**src/rtl/hwmla_defs.svh**
```systemverilog
`ifndef HWMLA_DEFS_SVH
`define HWMLA_DEFS_SVH
// Function
// - once started, sweep all channels and store each result
// - compare each result with its limits, record in readable status
// - sweep four voltages, own supply, two remote temps, local temp
// - sample cpu voltage code pins into a readable register
// - a change of the cpu voltage code raises an alert event
// - strap enable low at power-up: address from strap select
// - strap enable high at power-up: fixed address 0x2e
// - first written byte loads the address pointer
// - alert pin driven low while any status bit is set
// - per-event mask bit keeps that event off the alert
// - alert can be placed on either of two shared pins
// - temperature readings get a signed per-channel offset
// - per-fan start temperature sets where fan control begins
// - per-output ramp register sets temperature-to-speed slope
// - dynamic mode steps start temperature so zone temperature settles at operating point
// - all control goes through register accesses only
// - slave address latched on first match, later strap changes ignored
// - second written byte stored in the register at the pointer
`define HW_BUS_PTR   1'b0
`define HW_BUS_DATA  1'b1
`define HW_R_VAL     8'h20
`define HW_R_CFG     8'h40
`define HW_R_STAT    8'h41
`define HW_R_STAT2   8'h42
`define HW_R_VCODE   8'h43
`define HW_R_LIM_LO  8'h50
`define HW_R_LIM_HI  8'h58
`define HW_R_SLOPE   8'h60
`define HW_R_OPPT    8'h63
`define HW_R_FST     8'h67
`define HW_R_OFS     8'h70
`define HW_R_MASK    8'h74
`define HW_R_MASK2   8'h75
`define HW_CFG_START 0
`define HW_CFG_AL_EN 1
`define HW_CFG_AL_B  2
`define HW_CFG_AUTO  3
`define HW_CFG_DYN   4
`define HW_ADDR_DEF  7'h2e
`define HW_ADDR_SEL  7'h2c
`define HW_FIRST_T   3'h5
`define HW_LAST_CH   3'h7
`define HW_LIM_LO_RST 8'h00
`define HW_LIM_HI_RST 8'hff
`define HW_FST_RST   8'h40
`define HW_SLOPE_RST 8'h04
`define HW_OPPT_RST  8'h50
`endif

```
**src/rtl/hwmla_pkg.sv**
```systemverilog
package hwmla_pkg;
    // gray along idle -> start -> wait -> store
    typedef enum logic [1:0] {
        HWMLA_IDLE  = 2'h0,
        HWMLA_START = 2'h1,
        HWMLA_WAIT  = 2'h3,
        HWMLA_STORE = 2'h2
    } hwmla_state_t;
    typedef logic [7:0] hwmla_byte_t;
endpackage : hwmla_pkg

```
**src/rtl/hwmla_core.sv**
```systemverilog
`timescale 1ns/1ns
`include "hwmla_defs.svh"
module hwmla_core
    import hwmla_pkg::*;
#(
    parameter int NCH    = 8,
    parameter int NTEMP  = 3,
    parameter int NFAN   = 2,
    parameter int VCW    = 6
) (
    input  wire logic              core_clk,
    input  wire logic              rst_n,
    input  wire logic              ce,
    input  wire logic              bus_addr,
    input  wire logic [7:0]        bus_wdata,
    input  wire logic              bus_wr,
    input  wire logic              bus_rd,
    output logic [7:0]             bus_rdata,
    input  wire logic [6:0]        smb_addr,
    input  wire logic              smb_addr_valid,
    output logic                   smb_addr_match,
    output logic [2:0]             adc_chan,
    output logic                   adc_start,
    input  wire logic              adc_done,
    input  wire logic [7:0]        adc_data,
    input  wire logic [VCW-1:0]    cpu_voltage_code,
    input  wire logic              strap_en_pin,
    input  wire logic              strap_sel_pin,
    input  wire logic              prim_a_o,
    input  wire logic              prim_a_oe_n,
    input  wire logic              prim_b_o,
    input  wire logic              prim_b_oe_n,
    output logic                   pin_a_o,
    output logic                   pin_a_oe_n,
    output logic                   pin_b_o,
    output logic                   pin_b_oe_n,
    output logic [NFAN-1:0][7:0]   fan_duty,
    output logic                   irq
);

    // saturating fan duty from temperature above start
    function automatic hwmla_byte_t duty_calc(
        input hwmla_byte_t t,
        input hwmla_byte_t st,
        input hwmla_byte_t sl
    );
        logic [15:0] p;
        p = 16'({8'h00, t} - {8'h00, st}) * 16'(sl);
        if (t <= st) begin
            duty_calc = 8'h00;
        end else if (p > 16'h00ff) begin
            duty_calc = 8'hff;
        end else begin
            duty_calc = p[7:0];
        end
    endfunction : duty_calc

    // pin synchronisers, first stage read only by second
    logic [VCW-1:0] vc_s1;
    logic [VCW-1:0] vc_s2;
    logic [1:0]     st_s1;
    logic [1:0]     st_s2;

    always_ff @(posedge core_clk) begin
        if (!rst_n) begin
            vc_s1 <= '0;
            vc_s2 <= '0;
            st_s1 <= 2'h0;
            st_s2 <= 2'h0;
        end else if (ce) begin
            vc_s1 <= cpu_voltage_code;
            vc_s2 <= vc_s1;
            st_s1 <= {strap_en_pin, strap_sel_pin};
            st_s2 <= st_s1;
        end
    end

    // register state
    hwmla_state_t      state;
    logic [2:0]        ch;
    hwmla_byte_t       ptr;
    hwmla_byte_t       cfg;
    logic [NCH:0]      stat;
    logic [NCH:0]      mask;
    logic [VCW-1:0]    vcode;
    logic [1:0]        boot;
    logic [1:0]        straps;
    logic              addr_lock;
    logic [6:0]        addr_q;
    hwmla_byte_t       val   [NCH];
    hwmla_byte_t       lim_lo[NCH];
    hwmla_byte_t       lim_hi[NCH];
    hwmla_byte_t       ofs   [NTEMP];
    hwmla_byte_t       fst   [NFAN];
    hwmla_byte_t       slope [NFAN];
    hwmla_byte_t       oppt  [NFAN];

    hwmla_state_t      next_state;
    logic [2:0]        next_ch;
    hwmla_byte_t       next_ptr;
    hwmla_byte_t       next_cfg;
    logic [NCH:0]      next_stat;
    logic [NCH:0]      next_mask;
    logic [VCW-1:0]    next_vcode;
    logic [1:0]        next_boot;
    logic [1:0]        next_straps;
    logic              next_addr_lock;
    logic [6:0]        next_addr_q;
    hwmla_byte_t       next_val   [NCH];
    hwmla_byte_t       next_lim_lo[NCH];
    hwmla_byte_t       next_lim_hi[NCH];
    hwmla_byte_t       next_ofs   [NTEMP];
    hwmla_byte_t       next_fst   [NFAN];
    hwmla_byte_t       next_slope [NFAN];
    hwmla_byte_t       next_oppt  [NFAN];
    hwmla_byte_t       next_rdata;
    logic [NFAN-1:0][7:0] next_duty;
    logic [6:0]        sel_addr;

    // strap-selected address until the first match pins it
    always_comb begin
        if (straps[1]) begin
            sel_addr = `HW_ADDR_DEF;
        end else begin
            sel_addr = `HW_ADDR_SEL | {6'h00, straps[0]};
        end
        if (addr_lock) begin
            smb_addr_match = smb_addr_valid && smb_addr == addr_q;
        end else begin
            smb_addr_match = smb_addr_valid && smb_addr == sel_addr && boot == 2'h3; // no match before capture
        end
    end

    // level alert; mask bit keeps its event off the pin
    assign irq        = |(stat & ~mask);
    assign adc_start  = state == HWMLA_START;
    assign adc_chan   = ch;

    // alert on pin a or b, primary function otherwise
    always_comb begin
        pin_a_o    = prim_a_o;
        pin_a_oe_n = prim_a_oe_n;
        pin_b_o    = prim_b_o;
        pin_b_oe_n = prim_b_oe_n;
        if (cfg[`HW_CFG_AL_EN] && !cfg[`HW_CFG_AL_B]) begin
            pin_a_o    = 1'b0;
            pin_a_oe_n = !irq;
        end
        if (cfg[`HW_CFG_AL_EN] && cfg[`HW_CFG_AL_B]) begin
            pin_b_o    = 1'b0;
            pin_b_oe_n = !irq;
        end
    end

    // next values of all register state
    always_comb begin
        hwmla_byte_t  adj;
        logic [2:0]   ti;
        logic [NCH:0] set;
        logic [NCH:0] clr;
        logic [7:0]   wa;
        adj            = adc_data;
        ti             = ch - `HW_FIRST_T;
        set            = '0;
        clr            = '0;
        wa             = ptr;
        next_state     = state;
        next_ch        = ch;
        next_ptr       = ptr;
        next_cfg       = cfg;
        next_mask      = mask;
        next_vcode     = vcode;
        next_boot      = boot;
        next_straps    = straps;
        next_addr_lock = addr_lock;
        next_addr_q    = addr_q;
        next_val       = val;
        next_lim_lo    = lim_lo;
        next_lim_hi    = lim_hi;
        next_ofs       = ofs;
        next_fst       = fst;
        next_slope     = slope;
        next_oppt      = oppt;
        next_rdata     = 8'h00;

        // straps taken once the synchronisers have filled
        if (boot != 2'h3) begin
            next_boot = boot + 2'h1;
            if (boot == 2'h2) begin
                next_straps = st_s2;
            end
        end
        if (!addr_lock && smb_addr_match) begin
            next_addr_lock = 1'b1;
            next_addr_q    = sel_addr;
        end

        // code change flags an event after the first load
        if (boot == 2'h2) begin
            next_vcode = vc_s2;
        end else if (boot == 2'h3 && vc_s2 != vcode) begin
            next_vcode = vc_s2;
            set[NCH]   = 1'b1;
        end

        // measurement sweep
        if (ch >= `HW_FIRST_T) begin
            adj = adc_data + ofs[ti[1:0]];
        end
        case (state)
            HWMLA_IDLE: begin
                if (cfg[`HW_CFG_START]) begin
                    next_state = HWMLA_START;
                end
            end
            HWMLA_START: begin
                next_state = HWMLA_WAIT;
            end
            HWMLA_WAIT: begin
                if (adc_done) begin
                    next_val[ch] = adj;
                    next_state   = HWMLA_STORE;
                end
            end
            HWMLA_STORE: begin
                // limits checked on the stored value
                if (val[ch] < lim_lo[ch] || val[ch] > lim_hi[ch]) begin
                    set[ch] = 1'b1;
                end
                next_ch = ch + 3'h1;
                if (ch == `HW_LAST_CH && cfg[`HW_CFG_DYN]) begin
                    for (int f = 0; f < NFAN; f++) begin
                        if (val[5 + f] > oppt[f] && fst[f] != 8'h00) begin
                            next_fst[f] = fst[f] - 8'h01;
                        end else if (val[5 + f] < oppt[f] && fst[f] != 8'hff) begin
                            next_fst[f] = fst[f] + 8'h01;
                        end
                    end
                end
                if (cfg[`HW_CFG_START]) begin
                    next_state = HWMLA_START;
                end else begin
                    next_state = HWMLA_IDLE;
                end
            end
            default: begin
                next_state = HWMLA_IDLE;
            end
        endcase

        // pointer port and data port
        if (bus_wr && bus_addr == `HW_BUS_PTR) begin
            next_ptr = bus_wdata;
        end
        if (bus_wr && bus_addr == `HW_BUS_DATA) begin
            if (wa == `HW_R_CFG) begin
                next_cfg = bus_wdata;
            end else if (wa == `HW_R_STAT) begin
                clr[NCH-1:0] = bus_wdata;
            end else if (wa == `HW_R_STAT2) begin
                clr[NCH] = bus_wdata[0];
            end else if (wa == `HW_R_MASK) begin
                next_mask[NCH-1:0] = bus_wdata;
            end else if (wa == `HW_R_MASK2) begin
                next_mask[NCH] = bus_wdata[0];
            end
            for (int i = 0; i < NCH; i++) begin
                if (wa == `HW_R_LIM_LO + 8'(i)) begin
                    next_lim_lo[i] = bus_wdata;
                end
                if (wa == `HW_R_LIM_HI + 8'(i)) begin
                    next_lim_hi[i] = bus_wdata;
                end
            end
            for (int i = 0; i < NTEMP; i++) begin
                if (wa == `HW_R_OFS + 8'(i)) begin
                    next_ofs[i] = bus_wdata;
                end
            end
            for (int i = 0; i < NFAN; i++) begin
                if (wa == `HW_R_FST + 8'(i)) begin
                    next_fst[i] = bus_wdata;
                end
                if (wa == `HW_R_SLOPE + 8'(i)) begin
                    next_slope[i] = bus_wdata;
                end
                if (wa == `HW_R_OPPT + 8'(i)) begin
                    next_oppt[i] = bus_wdata;
                end
            end
        end
        // an event in the clearing cycle survives
        next_stat = (stat & ~clr) | set;

        // read mux, answered the cycle after the strobe
        if (bus_rd && bus_addr == `HW_BUS_PTR) begin
            next_rdata = ptr;
        end else if (bus_rd) begin
            if (wa == `HW_R_CFG) begin
                next_rdata = cfg;
            end else if (wa == `HW_R_STAT) begin
                next_rdata = stat[NCH-1:0];
            end else if (wa == `HW_R_STAT2) begin
                next_rdata = {7'h00, stat[NCH]};
            end else if (wa == `HW_R_MASK) begin
                next_rdata = mask[NCH-1:0];
            end else if (wa == `HW_R_MASK2) begin
                next_rdata = {7'h00, mask[NCH]};
            end else if (wa == `HW_R_VCODE) begin
                next_rdata = 8'(vcode);
            end
            for (int i = 0; i < NCH; i++) begin
                if (wa == `HW_R_VAL + 8'(i)) begin
                    next_rdata = val[i];
                end
                if (wa == `HW_R_LIM_LO + 8'(i)) begin
                    next_rdata = lim_lo[i];
                end
                if (wa == `HW_R_LIM_HI + 8'(i)) begin
                    next_rdata = lim_hi[i];
                end
            end
            for (int i = 0; i < NTEMP; i++) begin
                if (wa == `HW_R_OFS + 8'(i)) begin
                    next_rdata = ofs[i];
                end
            end
            for (int i = 0; i < NFAN; i++) begin
                if (wa == `HW_R_FST + 8'(i)) begin
                    next_rdata = fst[i];
                end
                if (wa == `HW_R_SLOPE + 8'(i)) begin
                    next_rdata = slope[i];
                end
                if (wa == `HW_R_OPPT + 8'(i)) begin
                    next_rdata = oppt[i];
                end
            end
        end

        // fan duty from zone temperature; fans off in manual
        for (int f = 0; f < NFAN; f++) begin
            if (cfg[`HW_CFG_AUTO]) begin
                next_duty[f] = duty_calc(val[5 + f], fst[f], slope[f]);
            end else begin
                next_duty[f] = 8'h00;
            end
        end
    end

    // registers only; ce freezes everything
    always_ff @(posedge core_clk) begin
        if (!rst_n) begin
            state     <= HWMLA_IDLE;
            ch        <= 3'h0;
            ptr       <= 8'h00;
            cfg       <= 8'h00;
            stat      <= '0;
            mask      <= '0;
            vcode     <= '0;
            boot      <= 2'h0;
            straps    <= 2'h3;
            addr_lock <= 1'b0;
            addr_q    <= `HW_ADDR_DEF;
            bus_rdata <= 8'h00;
            fan_duty  <= '0;
            for (int i = 0; i < NCH; i++) begin
                val[i]    <= 8'h00;
                lim_lo[i] <= `HW_LIM_LO_RST;
                lim_hi[i] <= `HW_LIM_HI_RST;
            end
            for (int i = 0; i < NTEMP; i++) begin
                ofs[i] <= 8'h00;
            end
            for (int i = 0; i < NFAN; i++) begin
                fst[i]   <= `HW_FST_RST;
                slope[i] <= `HW_SLOPE_RST;
                oppt[i]  <= `HW_OPPT_RST;
            end
        end else if (ce) begin
            state     <= next_state;
            ch        <= next_ch;
            ptr       <= next_ptr;
            cfg       <= next_cfg;
            stat      <= next_stat;
            mask      <= next_mask;
            vcode     <= next_vcode;
            boot      <= next_boot;
            straps    <= next_straps;
            addr_lock <= next_addr_lock;
            addr_q    <= next_addr_q;
            bus_rdata <= next_rdata;
            fan_duty  <= next_duty;
            val       <= next_val;
            lim_lo    <= next_lim_lo;
            lim_hi    <= next_lim_hi;
            ofs       <= next_ofs;
            fst       <= next_fst;
            slope     <= next_slope;
            oppt      <= next_oppt;
        end
    end

endmodule : hwmla_core

```
**config.mk**
```make
export PLATFORM = sky130hd
export DESIGN_NAME = hwmla_core
export DESIGN_NICKNAME = d
export VERILOG_FILES = /design/src/rtl/hwmla_pkg.sv /design/src/rtl/hwmla_core.sv
export VERILOG_INCLUDE_DIRS = /design/src /design/src/rtl
export SDC_FILE = /design/constraint.sdc
export NUM_CORES = 2
export LEC_CHECK = 0
export ABC_AREA = 1
export BUFFER_PORTS_ARGS = -buffer_cell sky130_fd_sc_hd__buf_2
export CELL_PAD_IN_SITES_DETAIL_PLACEMENT = 1
export CELL_PAD_IN_SITES_GLOBAL_PLACEMENT = 2
export CORE_ASPECT_RATIO = 1.2
export CORE_MARGIN = 4
export CORE_UTILIZATION = 33
export CTS_CLUSTER_DIAMETER = 40
export DETAILED_ROUTE_END_ITERATION = 10
export PLACE_DENSITY_LB_ADDON = 0.1
export SLEW_MARGIN = 0
export SYNTH_ARGS = -nofsm -noshare
export SYNTH_HDL_FRONTEND = slang
export SYNTH_SLANG_ARGS = --single-unit
```
**constraint.sdc**
```tcl
create_clock -name core_clk -period 5.6 [get_ports core_clk]
set_clock_uncertainty 0.05 [all_clocks]
set_input_delay 1.12 -clock core_clk [delete_from_list [all_inputs] [get_ports core_clk]]
set_output_delay 1.12 -clock core_clk [all_outputs]
set_load 0.05 [all_outputs]
```
-- After elaboration in Yosys (flattened, before gate mapping)
Index checks and enable logic that the tools add are counted.
Widths: inputs -> output; s select.
- flip-flop bits (word level): 361
- latch bits: 0
- memory bits (writable): 0
- ROM bits: 0
- input port bits: 43
- output and inout bits: 34
- logic and storage cells: 301
- memories kept: 0
- add/sub/neg operators: 10
- multiply operators: 2
- divide/modulo/power cells: 0
- $lt $le $gt $ge: 16
- equality and inequality tests: 53
- shifts and indexed selects: 0
- muxes and demuxes: 95
- bitwise gates (word level): 13
- reductions and logical operators: 60
- operators by type and width (cell ; count):
    $mux 8 ; 62
    $eq 8x7->1 const B ; 31
    $reduce_and 3->1 ; 27
    $bmux 8 s3 ; 3
    $bwmux 64 ; 1
    $eq 8x6->1 const B ; 8
    $mux 16 ; 3
    $mux 9 ; 4
    $gt 16x8->1 const B ; 2
    $mul 9x9->16 ; 2
    $demux 8 s3 ; 1
    $gt 8x8->1 ; 3
    $lt 8x8->1 ; 3
    $mux 6 ; 4
    $and 9x9->9 ; 2
    $not 9->9 ; 2
    $sub 8x8->9 ; 2
    $logic_and 1x1->1 ; 17
    $add 8x1->8 const B ; 2
    $bmux 8 s2 ; 1
    $le 8x8->1 ; 2
    $ne 8x8->1 const B ; 2
    $reduce_bool 8->1 ; 2
    $sub 8x1->8 const B ; 2
    other kinds (32) ; 61

-- Depth between registers and ports, before layout
- depth in word-level cells: 42
- mapped depth: 34
- mapped depth without buffers: 33

-- Worst setup path after synthesis
Ideal clock, no wire load.
- path kind: reg-to-reg
- start point: register fst[2] (netlist name)
- end point: register fan_duty[15] (netlist name)
- setup time: 132 ps
- arrival: 5842 ps
- required time: 5418 ps
- slack: -425 ps
- stages on the path, launching flop included: 33
- path buffers: 1
- clock period less this slack: 6025 ps
- cells stage by stage: dfxtp_1 > inv_1 > ha_1 > a21oi_1 > and2_1 > inv_1 > a21oi_1 > inv_1 > a21oi_1 > nor2_1 > nor2_1 > nor2_1 > o21ai_0 > nand2_1 > inv_1 > nand2_1 > fa_1 > fa_1 > fa_1 > fa_1 > inv_1 > ha_1 > a21oi_1 > inv_1 > a31oi_1 > o21ai_0 > xor2_1 > nor4_1 > nand4_1 > or3_1 > clkbuf_1 > o21ai_0 > a21oi_1
- word-level cells in the longest chain between the ends: 6
- elaborated cells between the ends (all ways): 7
- classes of those cells: 1 x add/sub; 1 x mul; 2 x order compare; 3 x mux
- ends and longest elaborated chain (item ; line ; text):
    start: declaration ; hwmla_core.sv:94 ; hwmla_byte_t fst [NFAN];
    start signal: indexed assignment ; hwmla_core.sv:376 ; fst[i] <= `HW_FST_RST;
    start signal: assignment ; hwmla_core.sv:398 ; fst <= next_fst;
    $sub 8x8->9 ; hwmla_core.sv:48 ; p = 16'({8'h00, t} - {8'h00, st}) * 16'(sl);
    $mul 9x9->16 ; hwmla_core.sv:48 ;
    $gt 16x8->1 ; hwmla_core.sv:51 ; end else if (p > 16'h00ff) begin
    $mux 8 ; hwmla_core.sv:51 ;
    $mux 8 * ; hwmla_core.sv:49 ; if (t <= st) begin
    $mux 8 * ; hwmla_core.sv:343 ; if (cfg[`HW_CFG_AUTO]) begin
    end signal: assignment ; hwmla_core.sv:393 ; fan_duty <= next_duty;
    end: declaration ; hwmla_core.sv:37 ; output logic [NFAN-1:0][7:0] fan_duty,
Every way passes the cells marked *; elsewhere a longest branch is shown, timed or not.
A chain may end at the register's enable or synchronous reset.

-- Final worst setup path
- start point: register fst[10] (netlist name)
- end point: register fan_duty[6] (netlist name)
Same word-level chain as after synthesis.

==> results_dict.tcl <==
set metrics [dict create \
    status "finished with violations" \
    violations "setup timing" \
    maxCapViolations 0 \
    vias 25415 \
    cpMaxStageDelayCell "fa_1" \
    worst_hold_slack_ns 0.4148 \
    gr-total-overflow 0 \
    ys_types 51 \
    fmax_ghz 0.1689 \
    fin_crit_ns 5.919 \
    core_um2 72700 \
    ant_nets 0 \
    syn_to_final_growth_pct 24.41 \
    drt_iter0_drc 1521 \
    dr.pass1.iters 6 \
    critical-path-max-stage-delay_ns 0.53 \
    period_share_pct 105.7 \
    setup_ws_ns -0.3192 \
    yosys_register_bits 356 \
    synth_cells 3492 \
    wl_per_cell_um 25.40 \
    cts_made_buffers 76 \
    finalSetupViolCount 16 \
    tns_ns -3.873 \
    slew_headroom_pct 6.994 \
    track_usage_pct 30.04 \
    ctsHtreeMaxLevel 3 \
    grt_antenna_before_repair 2 \
    clkTransAtPathRegs_ns 0.05 \
    slew_violations 0 \
    die_area_um2 78150 \
    postCtsHoldBufs 0 \
    grt_pass1_wl_um 177200 \
    boundaryPins 77 \
    fin_cells 4715 \
    worst_slew_pin_slew_ns 1.386 \
    comb_power_share_pct 7.1 \
    startpoint_type "flip-flop" \
    cts_tree "built" \
    place_inst 4560 \
    die_w_um 255.9 \
    stdcell_area_um2 30270 \
    die_h_um 305.4 \
    crit_top_cell "a21oi_2" \
    switchingPower_uw 2110 \
    vias_per_cell 5.390 \
    seq_power_share_pct 32.1 \
    grt_pass1_vias 26822 \
    cts_buffer_depth 3 \
    syn_area_um2 24330 \
    syn_nets 3775 \
    wirelength_um 119800 \
    ir_drop_mv 0.1958 \
    hold_viol_final 0 \
    cts_sinks 356 \
    clockPowerShare_pct 60.8 \
    critPathRequiredTime_ns 6.00 \
    insertion_delay_ns 0.62 \
    yosysWarnings 0 \
    rows 108 \
    seq_area_frac_synth_pct 29.29 \
    grt_max_degree 158 \
    rr_worst_depth 31 \
    p_per_area_nw_per_um2 264.9 \
    initial_utilization_pct 33.47 \
    swShare_pct 26.32 \
    internal_power_uw 5907 \
    syn_area_per_cell_um2 6.967 \
    power_leakage_uw 0.01343 \
    drive_gt1_share_pct 16.17 \
    drcViolationCount 0 \
    path_class "reg -> reg" \
    hold_class "reg -> reg" \
    io_buffers 76 \
    rsz0062_at_grt "true" \
    post-dp-hpwl_um 91740 \
    nets 4004 \
    whs_path_depth 2 \
    crit_arrival_ns 6.32 \
    gp_congestion 0.9705 \
    path_max_fanout 8 \
    placed_area_um2 26990 \
    root_buffer "clkbuf_16" \
    endpoint_kind "flip-flop" \
]
-- cells by family after synthesis --
family | after synthesis | synth area share [%]
simple gates | 1032 | 17.80
compound gates | 1004 | 22.78
buf+inv | 811 | 12.53
flops | 356 | 29.29
fa+ha+maj | 240 | 15.83
xor+xnor | 49 | 1.764
-- worst max-delay path, delay by kind of cell (launching register included) --
kind            cells  cell delay, ns
simple gates        4            0.42
flops               1            0.32
xor+xnor            2            0.29
buf+inv             7            0.56
compound gates     12            1.72
fa+ha+maj           6            2.42
-- per-layer routing --
layer	vias up	GRT usage (%)	routed length [um]
met5	-	0	14
met2	704	54.44	60140
met1	12595	34.66	47270
li1	11841	-	-
met4	2	16.13	7354
met3	273	3.436	4992
-- path summary, 6_finish.rpt --
check,slack (ns),from,endpoint
worst max register to register,-0.32,fst[10],fan_duty[6]
worst max-delay path,-0.32,fst[10],fan_duty[6]
worst min-delay path,0.41,fan_duty[15],fan_duty[15]
worst min register to register,0.41,fan_duty[15],fan_duty[15]
-- power groups by stage --
| stage | Combinational (uW) | Sequential (uW) | Clock, uW |
|---|---|---|---|
| final | 566 | 2580 | 4870 |
| after global routing | 607 | 2580 | 5060 |
| after CTS | 558 | 2580 | 4930 |
| after detailed placement | 533 | 2630 | 0 |
| after global placement | 522 | 2630 | 0 |
| after floorplan | 270 | 2630 | 0 |
-- layout make-up --
type                            instances  area, um^2
Fill cell                            9012       42430
Multi-Input combinational cell       2325       14700
Sequential cell                       356        7144
Inverter                              676        2551
Timing Repair Buffer                  286        1992
Clock buffer                           83        1969
Tap cell                              935        1170
Clock inverter                         53       738.2
Antenna cell                            1       2.502
-- sequential cells by signal, summed over array words and instances (netlist names) --
name	count
addr_q	2
val	64
adc_chan	3
mask	9
lim_hi	64
oppt	16
bus_rdata	8
st_s1	2
st_s2	2
fan_duty	16
stat	9
state	2
ofs	24
boot	2
lim_lo	64
slope	16
vcode	6
straps	2
cfg	8
vc_s1	6
vc_s2	6
addr_lock	1
fst	16
ptr	8
-- synth_stat cells (all sizes together) --
master / n / share of area (%)
clkbuf: 130 / 2.0
o2111a: 2 / 0.093
o41ai: 4 / 0.14
or2: 7 / 0.18
o221ai: 4 / 0.14
o21a: 5 / 0.15
o21ai: 426 / 8.8
nand4: 30 / 0.77
a2111oi: 2 / 0.072
o2111ai: 10 / 0.36
clkinv: 14 / 0.22
inv: 662 / 10
xor2: 26 / 0.94
nand3: 110 / 2.4
a21oi: 369 / 7.6
a22oi: 7 / 0.22
a22o: 1 / 0.036
o31ai: 2 / 0.062
a41oi: 1 / 0.036
nand3b: 5 / 0.15
ha: 127 / 6.5
nand2: 617 / 9.7
a221oi: 18 / 0.65
dfxtp: 356 / 29
and2: 4 / 0.10
buf: 5 / 0.082
o211ai: 76 / 2.3
nor4: 9 / 0.23
o22ai: 51 / 1.3
o21bai: 4 / 0.12
fa: 113 / 9.3
or3: 1 / 0.026
xnor2: 23 / 0.83
a211oi: 17 / 0.52
or4: 1 / 0.031
a31oi: 5 / 0.13
nor2: 226 / 3.8
nor3: 22 / 0.51
-- timing repair --
item	CTS	global route
buffers inserted	15	4
cloned	0	0
gates resized for setup	92	23
setup endpoints to repair	16	16
pin swaps	59	24
-- through the flow --
step                      worst slack (ns)  power (uW)  utilization [%]
after CTS                          -0.2796        8062            41.48
final                              -0.3192        8017            41.64
after global placement             -0.4437        3150            37.12
after detailed placement           -0.6593        3162            37.12
after floorplan                   -0.05725        2903                -
after global routing               -0.6924        8247            41.63
-- cells in the final DEF (no fill, tap or decap), types with 17 or more instances in the layout --
| cell type | Yosys | routed |
|---|---|---|
| ha_1 | 127 | 108 |
| nand2_2 | 9 | 19 |
| inv_1 | 642 | 618 |
| a221oi_1 | 18 | 18 |
| o211ai_1 | 76 | 76 |
| o22ai_1 | 51 | 50 |
| xor2_1 | 26 | 24 |
| nand2_1 | 606 | 593 |
| fa_1 | 113 | 109 |
| o21ai_0 | 419 | 391 |
| xnor2_1 | 23 | 23 |
| buf_4 | 0 | 207 |
| nand3_1 | 107 | 107 |
| nor2_2 | 12 | 17 |
| nor2_1 | 209 | 203 |
| clkbuf_16 | 0 | 77 |
| a21oi_2 | 2 | 20 |
| nand4_1 | 30 | 30 |
| inv_2 | 20 | 39 |
| dfxtp_1 | 356 | 346 |
| o21ai_2 | 0 | 18 |
| buf_2 | 1 | 75 |
| a21oi_1 | 367 | 348 |
(Power assumes the default switching activity.)
